### src/logic/pla_pkg.sv
// Constants, register map and carrier types for the receive lane aligner.
package pla_pkg;

  localparam int LANES = 4;

  // One 66-bit block as delivered by a transceiver lane.
  typedef struct packed
  {
    logic        valid;
    logic [1:0]  header;
    logic [63:0] payload;
  } pla_blk_t;

  // Sync header and block type codes.
  localparam logic [1:0] HDR_DATA  = 2'h1;
  localparam logic [1:0] HDR_CTRL  = 2'h2;
  localparam logic [7:0] IDLE_TYPE = 8'h1E;

  // Lane marker identity bytes, one pattern per PCS lane.
  localparam logic [23:0] MARKER_PAT [LANES] =
    '{24'h90_76_47, 24'hF0_C4_E6, 24'hC5_65_9B, 24'hA2_79_3D};

  // Word lock, marker and counter limits.
  localparam logic [6:0]  LOCK_GOOD_CNT = 7'h40;
  localparam logic [4:0]  LOSE_BAD_CNT  = 5'h10;
  localparam logic [2:0]  REPEAT_LIMIT  = 3'h4;
  localparam logic [15:0] SPACING_RST   = 16'h3FFF;
  localparam logic [57:0] SCR_RST       = 58'h3FF_FFFF_FFFF_FFFF;

  // APB register byte addresses.
  localparam logic [7:0] ADDR_CTRL     = 8'h00;
  localparam logic [7:0] ADDR_SPACING  = 8'h04;
  localparam logic [7:0] ADDR_LANESTAT = 8'h08;
  localparam logic [7:0] ADDR_IRQSTAT  = 8'h0C;
  localparam logic [7:0] ADDR_IRQEN    = 8'h10;
  localparam logic [7:0] ADDR_IRQCLR   = 8'h14;
  localparam logic [7:0] ADDR_LOOPSEL  = 8'h18;

  // Field positions.
  localparam int CTRL_TEST_BIT  = 0;
  localparam int CTRL_RLOOP_BIT = 1;
  localparam int IRQ_BIP_LSB    = 0;
  localparam int IRQ_INT_LSB    = 4;
  localparam int IRQ_REP_LSB    = 8;
  localparam int IRQ_FMT_BIT    = 12;
  localparam int IRQ_W          = 13;
  localparam int LOOPSEL_W      = 12;

endpackage

### src/logic/pla_rx_lane_align.sv
// Receive lane alignment monitor, test pattern and loopback with APB access.
//
// The APB interface to the registers and the placing of the registers were left to the implementer.
`timescale 1ns/1ps
module pla_rx_lane_align
(
  // Clock and reset
  input  wire  logic                                   clk,
  input  wire  logic                                   nrst,
  // APB slave
  input  wire  logic                                   psel,
  input  wire  logic                                   penable,
  input  wire  logic                                   pwrite,
  input  wire  logic [7:0]                             paddr,
  input  wire  logic [31:0]                            pwdata,
  output logic       [31:0]                            prdata,
  output logic                                         pready,
  output logic                                         pslverr,
  output logic                                         irq,
  // Transceiver side
  input  wire  pla_pkg::pla_blk_t [pla_pkg::LANES-1:0] rxBlock,
  output pla_pkg::pla_blk_t [pla_pkg::LANES-1:0]       txOut,
  output logic [pla_pkg::LOOPSEL_W-1:0]                transceiverLoopbackSelect,
  // User side
  input  wire  pla_pkg::pla_blk_t [pla_pkg::LANES-1:0] txBlock,
  output logic [pla_pkg::LANES-1:0][1:0]               pcsLanePhysMap,
  output logic [pla_pkg::LANES-1:0]                    laneBipError,
  output logic [pla_pkg::LANES-1:0]                    laneSynced,
  output logic [pla_pkg::LANES-1:0]                    laneSyncError,
  output logic [pla_pkg::LANES-1:0]                    markerIntervalError,
  output logic [pla_pkg::LANES-1:0]                    markerRepeatError,
  output logic                                         markerFormatError
);
  import pla_pkg::*;

  // ********************************************************************
  // Registers and shared signals
  // ********************************************************************
  logic                 testReg;
  logic                 rloopReg;
  logic [15:0]          spacingReg;
  logic [IRQ_W-1:0]     irqStatReg;
  logic [IRQ_W-1:0]     irqEnReg;
  logic [IRQ_W-1:0]     irqSet;
  logic [IRQ_W-1:0]     irqClr;
  logic [LANES-1:0]     lockedReg;
  logic [LANES-1:0]     markerSeenReg;
  logic [LANES-1:0]     idValidReg;
  logic [LANES-1:0][1:0] laneIdReg;
  logic [LANES-1:0]     malformed;
  logic                 wrEn;
  logic                 accEn;

  function automatic logic [7:0] fold(input pla_blk_t b);
    logic [7:0] f;
    f = {6'h00, b.header};
    for (int k = 0; k < 8; k++)
      f = f ^ b.payload[8*k +: 8];
    return f;
  endfunction

  // Self-synchronous x^58 + x^39 + 1 scrambler, LSB first.
  function automatic logic [121:0] scramble(input logic [57:0] st,
                                            input logic [63:0] d);
    logic [57:0] s;
    logic [63:0] o;
    s = st;
    o = '0;
    for (int k = 0; k < 64; k++)
    begin
      o[k] = d[k] ^ s[38] ^ s[57];
      s    = {s[56:0], o[k]};
    end
    return {s, o};
  endfunction

  // ********************************************************************
  // Per physical lane monitor
  // ********************************************************************
  for (genvar i = 0; i < LANES; i++)
  begin : g_lane
    logic [6:0]  goodCnt;
    logic [4:0]  badCnt;
    logic [15:0] gapCnt;
    logic [7:0]  bipAcc;
    logic [2:0]  repCnt;
    logic        hdrLost;
    logic        hdrOk;
    logic        cand;
    logic        goodMk;
    logic        gapBad;
    logic        mkErr;
    logic [1:0]  matchId;
    logic [57:0] scrSt;
    logic [121:0] scrOut;
    pla_blk_t    b;

    always_comb
    begin
      b       = rxBlock[i];
      hdrOk   = (b.header == HDR_DATA) || (b.header == HDR_CTRL);
      cand    = 1'b0;
      matchId = 2'h0;
      for (int p = 0; p < LANES; p++)
        if (b.payload[23:0] == MARKER_PAT[p])
        begin
          cand    = 1'b1;
          matchId = 2'(p);
        end
      cand = cand && b.valid && lockedReg[i] && (b.header == HDR_CTRL);
      malformed[i] = cand && ((b.payload[55:32] != ~b.payload[23:0]) ||
                              (b.payload[63:56] != ~b.payload[31:24]));
      goodMk = cand && !malformed[i];
      gapBad = goodMk && markerSeenReg[i] && (gapCnt != spacingReg);
      mkErr  = gapBad || malformed[i];
    end

    // Word boundary lock from sync headers.
    always_ff @(posedge clk or negedge nrst)
    begin
      if (!nrst)
      begin
        goodCnt      <= '0;
        badCnt       <= '0;
        lockedReg[i] <= 1'b0;
        hdrLost      <= 1'b0;
      end
      else if (b.valid)
      begin
        goodCnt <= hdrOk ? ((goodCnt == LOCK_GOOD_CNT) ? goodCnt
                                                       : goodCnt + 7'h01)
                         : '0;
        badCnt  <= hdrOk ? '0 : badCnt + 5'h01;
        if (!lockedReg[i] && hdrOk && goodCnt == LOCK_GOOD_CNT - 7'h01)
          lockedReg[i] <= 1'b1;
        if (lockedReg[i] && !hdrOk && badCnt == LOSE_BAD_CNT - 5'h01)
        begin
          lockedReg[i] <= 1'b0;
          hdrLost      <= 1'b1;
        end
        else if (laneSynced[i])
          hdrLost <= 1'b0;
      end
    end

    // Marker tracking, spacing count, identity and BIP8 check.
    always_ff @(posedge clk or negedge nrst)
    begin
      if (!nrst)
      begin
        markerSeenReg[i]       <= 1'b0;
        idValidReg[i]          <= 1'b0;
        laneIdReg[i]           <= 2'h0;
        gapCnt                 <= '0;
        bipAcc                 <= '0;
        laneBipError[i]        <= 1'b0;
        markerIntervalError[i] <= 1'b0;
      end
      else
      begin
        laneBipError[i]        <= goodMk && markerSeenReg[i] &&
                                  (bipAcc != b.payload[31:24]);
        markerIntervalError[i] <= gapBad;
        if (!lockedReg[i])
        begin
          markerSeenReg[i] <= 1'b0;
          idValidReg[i]    <= 1'b0;
          gapCnt           <= '0;
        end
        else if (goodMk)
        begin
          markerSeenReg[i] <= 1'b1;
          idValidReg[i]    <= 1'b1;
          laneIdReg[i]     <= matchId;
          gapCnt           <= '0;
          bipAcc           <= fold(b);
        end
        else if (b.valid)
        begin
          gapCnt <= (gapCnt == 16'hFFFF) ? gapCnt : gapCnt + 16'h0001;
          bipAcc <= bipAcc ^ fold(b);
        end
      end
    end

    // Lane status levels and marker repeat counting.
    always_ff @(posedge clk or negedge nrst)
    begin
      if (!nrst)
      begin
        laneSynced[i]        <= 1'b0;
        laneSyncError[i]     <= 1'b0;
        repCnt               <= '0;
        markerRepeatError[i] <= 1'b0;
      end
      else
      begin
        laneSynced[i]    <= lockedReg[i] && (markerSeenReg[i] || goodMk);
        laneSyncError[i] <= !laneSynced[i] && (hdrLost ||
                            (lockedReg[i] && !markerSeenReg[i] &&
                             gapCnt > spacingReg));
        markerRepeatError[i] <= mkErr && (repCnt == REPEAT_LIMIT - 3'h1);
        if (!lockedReg[i] || goodMk && !gapBad)
          repCnt <= '0;
        else if (mkErr)
          repCnt <= (repCnt == REPEAT_LIMIT - 3'h1) ? '0 : repCnt + 3'h1;
      end
    end

    assign scrOut = scramble(scrSt, {56'h0, IDLE_TYPE});
    always_ff @(posedge clk or negedge nrst)
    begin
      if (!nrst)
      begin
        scrSt    <= SCR_RST;
        txOut[i] <= '0;
      end
      else if (rloopReg)
        txOut[i] <= rxBlock[i];
      else if (testReg)
      begin
        scrSt    <= scrOut[121:64];
        txOut[i] <= '{valid: 1'b1, header: HDR_CTRL,
                      payload: scrOut[63:0]};
      end
      else
        txOut[i] <= txBlock[i];
    end

  end

  // ********************************************************************
  // Lane map and format error
  // ********************************************************************
  // cleared in reset
  always_ff @(posedge clk or negedge nrst)
  begin
    if (!nrst)
    begin
      pcsLanePhysMap    <= '0;
      markerFormatError <= 1'b0;
    end
    else
    begin
      markerFormatError <= |malformed;
      for (int i = 0; i < LANES; i++)
        if (idValidReg[i] && lockedReg[i])
          pcsLanePhysMap[laneIdReg[i]] <= 2'(i);
    end
  end

  // ********************************************************************
  // Interrupt status
  // ********************************************************************
  assign irqSet = {markerFormatError, markerRepeatError,
                   markerIntervalError, laneBipError};
  assign irqClr = (wrEn && paddr == ADDR_IRQCLR) ? pwdata[IRQ_W-1:0] : '0;

  always_ff @(posedge clk or negedge nrst)
  begin
    if (!nrst)
    begin
      irqStatReg <= '0;
      irq        <= 1'b0;
    end
    else
    begin
      // A new event wins over a clear in the same cycle.
      irqStatReg <= (irqStatReg & ~irqClr) | irqSet;
      irq        <= |(irqStatReg & irqEnReg);
    end
  end

  // ********************************************************************
  // APB slave
  // ********************************************************************
  // The answer is decoded in the first access cycle so prdata leaves a flop.
  // A write lands only at the edge where the master sees pready, so an
  // abandoned transfer never changes a register.
  assign accEn = psel && penable && !pready;
  assign wrEn  = psel && penable && pwrite && pready;

  always_ff @(posedge clk or negedge nrst)
  begin
    if (!nrst)
    begin
      testReg                   <= 1'b0;
      rloopReg                  <= 1'b0;
      spacingReg                <= SPACING_RST;
      irqEnReg                  <= '0;
      transceiverLoopbackSelect <= '0;
    end
    else if (wrEn)
    begin
      case (paddr)
        ADDR_CTRL:
        begin
          testReg  <= pwdata[CTRL_TEST_BIT];
          rloopReg <= pwdata[CTRL_RLOOP_BIT];
        end
        ADDR_SPACING: spacingReg <= pwdata[15:0];
        ADDR_IRQEN:   irqEnReg   <= pwdata[IRQ_W-1:0];
        ADDR_LOOPSEL: transceiverLoopbackSelect <= pwdata[LOOPSEL_W-1:0];
        default:      ;
      endcase
    end
  end

  always_ff @(posedge clk or negedge nrst)
  begin
    if (!nrst)
    begin
      prdata  <= '0;
      pready  <= 1'b0;
      pslverr <= 1'b0;
    end
    else
    begin
      pready  <= accEn;
      pslverr <= 1'b0;
      prdata  <= '0;
      if (accEn)
      begin
        case (paddr)
          ADDR_CTRL:     prdata <= {30'h0, rloopReg, testReg};
          ADDR_SPACING:  prdata <= {16'h0, spacingReg};
          ADDR_LANESTAT: prdata <= {12'h0, lockedReg, pcsLanePhysMap,
                                    laneSyncError, laneSynced};
          ADDR_IRQSTAT:  prdata <= {19'h0, irqStatReg};
          ADDR_IRQEN:    prdata <= {19'h0, irqEnReg};
          ADDR_IRQCLR:   prdata <= '0;
          ADDR_LOOPSEL:  prdata <= {20'h0, transceiverLoopbackSelect};
          default:       pslverr <= 1'b1;
        endcase
        if (pwrite)
          prdata <= '0;
      end
    end
  end

endmodule

### config.mk
export PLATFORM = sky130hd
export DESIGN_NAME = pla_rx_lane_align
export DESIGN_NICKNAME = d
export VERILOG_FILES = /design/src/logic/pla_pkg.sv /design/src/logic/pla_rx_lane_align.sv
export SDC_FILE = /design/constraint.sdc
export NUM_CORES = 2
export LEC_CHECK = 0
export ABC_AREA = 1
export ABC_CLOCK_PERIOD_IN_PS = 1900
export BUFFER_PORTS_ARGS = -buffer_cell sky130_fd_sc_hd__buf_2
export CAP_MARGIN = 20
export CORE_AREA = 2 2 361 363
export CTS_CLUSTER_DIAMETER = 200
export DETAILED_ROUTE_END_ITERATION = 10
export DIE_AREA = 0 0 363 365
export HOLD_SLACK_MARGIN = 0.03
export MAX_ROUTING_LAYER = met4
export PLACE_DENSITY_LB_ADDON = 0.05
export SLEW_MARGIN = 20
export SYNTH_ARGS = -nofsm -noshare
export SYNTH_HDL_FRONTEND = slang
export SYNTH_SLANG_ARGS = --single-unit
export TNS_END_PERCENT = 30
### constraint.sdc
create_clock -name clk -period 1.9 [get_ports clk]
set_input_delay 0.38 -clock clk [delete_from_list [all_inputs] [get_ports clk]]
set_output_delay 0.38 -clock clk [all_outputs]
set_load 0.01 [all_outputs]
==> results.sh <==
export IMPL_status="finished with violations"
export IMPL_wl_per_cell_um=23.2
export IMPL_period_share=1.23
export IMPL_cp_required_ns=2.51
export IMPL_ant_nets=0
export IMPL_cts_sinks=784
export IMPL_crit_top_cell="nand4_1"
export IMPL_switchingPower_uw=15100
export IMPL_fin_area_um2=66100
export IMPL_crit_fanout=6
export IMPL_netlist_area_um2=44900
export IMPL_fp_row_count=132
export IMPL_synth_edf_count=0
export IMPL_max_freq_mhz=426
export IMPL_comb_power_share=0.225
export IMPL_syn_inst=5769
export IMPL_initial_core_util=0.349
export IMPL_synth_area_per_cell_um2=7.78
export IMPL_yosysMostFrequentCell="nand2_1"
export IMPL_grt_total_usage=0.338
export IMPL_final_cells=9660
export IMPL_cts_max_level=3
export IMPL_end_kind="flop"
export IMPL_clkTransAtPathRegs_ns=0.06
export IMPL_drive_gt1_frac=0.320
export IMPL_drv_cap=0
export IMPL_pwr_density_cell_nw_per_um2=752
export IMPL_grt_pass1_wl_um=317000
export IMPL_grt_pass1_vias=46700
export IMPL_coreArea_um2=129000
export IMPL_peakVddDrop_mv=0.672
export IMPL_antenna_found_initial=35
export IMPL_worstPathArrival_ns=2.95
export IMPL_synthFlopType="dfrtp_1"
export IMPL_wl_met3_um=15000
export IMPL_clk_latency_ns=0.73
export IMPL_cp_cell_sequence="inv_1, ha_1, nand4_1, nor4_2, nand4_1, nand4_1, buf_4, buf_4, inv_2"
export IMPL_yosys_register_bits=784
export IMPL_cts_buffers=95
export IMPL_grt_overflow_total=0
export IMPL_drv_slew=0
export IMPL_violations="setup timing"
export IMPL_io_pins=925
export IMPL_rsz0062_at_grt="yes"
export IMPL_die_w_um=363
export IMPL_cts_tree="yes"
export IMPL_route_detailed_drc=0
export IMPL_yosys_area_top_type="dfrtp_1"
export IMPL_ys_seq_area_frac=0.444
export IMPL_dieArea_um2=132000
export IMPL_cp_start_kind="flop"
export IMPL_vias=48200
export IMPL_dpl_cell_count=9151
export IMPL_via_per_inst=4.99
export IMPL_netlist_top_cells_count="nand2_1, inv_1, dfrtp_1"
export IMPL_path_delay_family="simple AND/OR/NAND/NOR gates"
export IMPL_ys_async_sr_fraction=1.00
export IMPL_yosys_warnings=0
export IMPL_power_share_clock=0.395
export IMPL_hpwl_um=182000
export IMPL_wl_um=224000
export IMPL_synth_top_family_by_area="simple AND/OR/NAND/NOR gates"
export IMPL_p_sw_frac=0.303
export IMPL_drtIter0Drc=3687
export IMPL_synth_simple_area_share=0.245
export IMPL_critical_path_class="reg -> reg"
export IMPL_gp_congestion=0.998
export IMPL_cpMaxStageDelayCell="dfstp_2"
export IMPL_crit_buf_inv=4
export IMPL_internal_power_uw=34600
export IMPL_relSlewSlack=0.404
export IMPL_num_fill_cells=12700
export IMPL_first_pass_iters=5
export IMPL_topRoutingLayerUsed="met4"
export IMPL_fin_skew_ns=0.0388
export IMPL_synth_area_leaders="dfrtp_1, dfstp_2, nand2_1"
export IMPL_synth_compound_area_frac=0.116
export IMPL_yosysTopAreaCellShare=0.300
export IMPL_fin_nets=8553
export IMPL_finalHoldViolations=0
export IMPL_post_dp_cell_area_um2=58800
export IMPL_worst_slew_pin_slew_ns=0.895
export IMPL_synthAdderAreaFrac=0.0257
export IMPL_grt_max_degree=82
export IMPL_slowest_delay_ns=0.53
export IMPL_period_needed_ns=2.34
export IMPL_cts_root_buf="clkbuf_16"
export IMPL_io_buffer_count=896
export IMPL_hold_worst_slack_ns=0.0367
export IMPL_finalWorstSetupSlack_ns=-0.445
export IMPL_p_leak_uw=0.0336
export IMPL_ys_types=59
export IMPL_dieHeight_um=365
export IMPL_clk_path_buf_depth=3
export IMPL_seq_power_share=0.380
export IMPL_dr_wl_met2_um=103000
export IMPL_area_growth_pct=47.2
export IMPL_synth_xor_area_frac=0.0873
export IMPL_total_power_uw=49700
export IMPL_post_place_ws_ns=-0.676
export IMPL_hold_path_class="in -> reg"
export IMPL_met1_length_um=100000
export IMPL_synthMuxAreaShare=0.000223
export IMPL_setup_viol=44
==> metrics by stage <==
step	TNS (ns)	utilization
2_1_floorplan	0	-
3_3_place_gp	-68.48	0.457
3_5_place_dp	-69.46	0.457
4_1_cts	-8.54	0.507
5_1_grt	-13.11	0.513
6_report	-7.76	0.513
==> final cells by class <==
type | instances | area, um2 | share of cell area
clock inverter | 54 | 668 | 0.0101
tap | 1675 | 2100 | 0.0317
timing repair buffer | 2216 | 15900 | 0.240
multi-input combinational | 4077 | 22100 | 0.334
inverter | 706 | 2670 | 0.0405
clock buffer | 125 | 2660 | 0.0403
antenna | 23 | 57.6 | 0.000871
sequential | 784 | 19900 | 0.302
==> worst reg2reg max path, stage by stage, from the launching register on <==
cell,delay (ns)
dfstp_2,0.53
inv_1,0.16
ha_1,0.38
nand4_1,0.15
nor4_2,0.24
nand4_1,0.23
nand4_1,0.28
buf_4,0.15
buf_4,0.09
inv_2,0.02
==> routing by layer <==
metal | up-vias | GRT usage
li1 | 22800 | -
met1 | 23300 | 0.457
met2 | 1711 | 0.527
met3 | 308 | 0.0567
met4 | 0 | 0.0833
met5 | - | -
==> power groups by stage <==
stage / clock network, uW / registers (uW) / logic, uW
after floorplan: 0 / 19000 / 4500
after global placement: 0 / 19100 / 10000
after detailed placement: 0 / 19100 / 10100
after CTS: 20000 / 18900 / 10800
after global routing: 20700 / 19000 / 12200
final: 19700 / 18900 / 11200
==> final timing paths <==
path                                     start                           end  slack [ns]  depth (start not counted)
max                              spacingReg[6]        markerIntervalError[3]       -0.44                          9
min                               txBlock[152]                    txOut[152]        0.04                          3
max reg2reg                      spacingReg[6]        markerIntervalError[3]       -0.44                          9
min reg2reg                g_lane[1].repCnt[2]          markerRepeatError[1]        0.46                          1
max in group asynchronous                 nrst           g_lane[0].scrSt[23]        0.90                          4
min in group asynchronous                 nrst  transceiverLoopbackSelect[4]        0.14                          2
==> cell families after synthesis <==
group / after synthesis
buffers and inverters: 919
xor gates and xnor gates: 447
DFF: 784
AOI/OAI and AO/OA: 858
other: 1
adders and majority gates: 92
and+or+nand+nor: 2667
muxes: 1
==> timing repair <==
action,in CTS,in global routing
buffers inserted,2,22
endpoints found under the setup margin,83,136
endpoints found under the hold margin,452,1
gates resized for setup,65,122
hold buffers,284,1
cloned,0,1
pin swaps,33,50
==> cell usage in the layout, fill, tap and decap left out, types with 246 or more instances in the layout <==
cell	netlist	routed
nand2_1	1597	1571
buf_4	17	965
buf_2	69	895
inv_1	671	655
dfrtp_1	538	532
nor2_1	485	473
o21ai_0	389	384
nand3_1	359	332
dlygate4sd3_1	0	284
a22oi_1	256	256
dfstp_2	246	246
==> registers in the layout, summed over array words and instances, names as in the netlist, 13 cells and up <==
| register | flops |
|---|---|
| irqEnReg | 13 |
| prdata | 20 |
| g_lane.gapCnt | 64 |
| g_lane.badCnt | 20 |
| irqStatReg | 13 |
| spacingReg | 16 |
| g_lane.goodCnt | 28 |
| txOut | 268 |
| g_lane.bipAcc | 32 |
| g_lane.scrSt | 232 |
No activity file was read; power rests on OpenSTA's default activity.
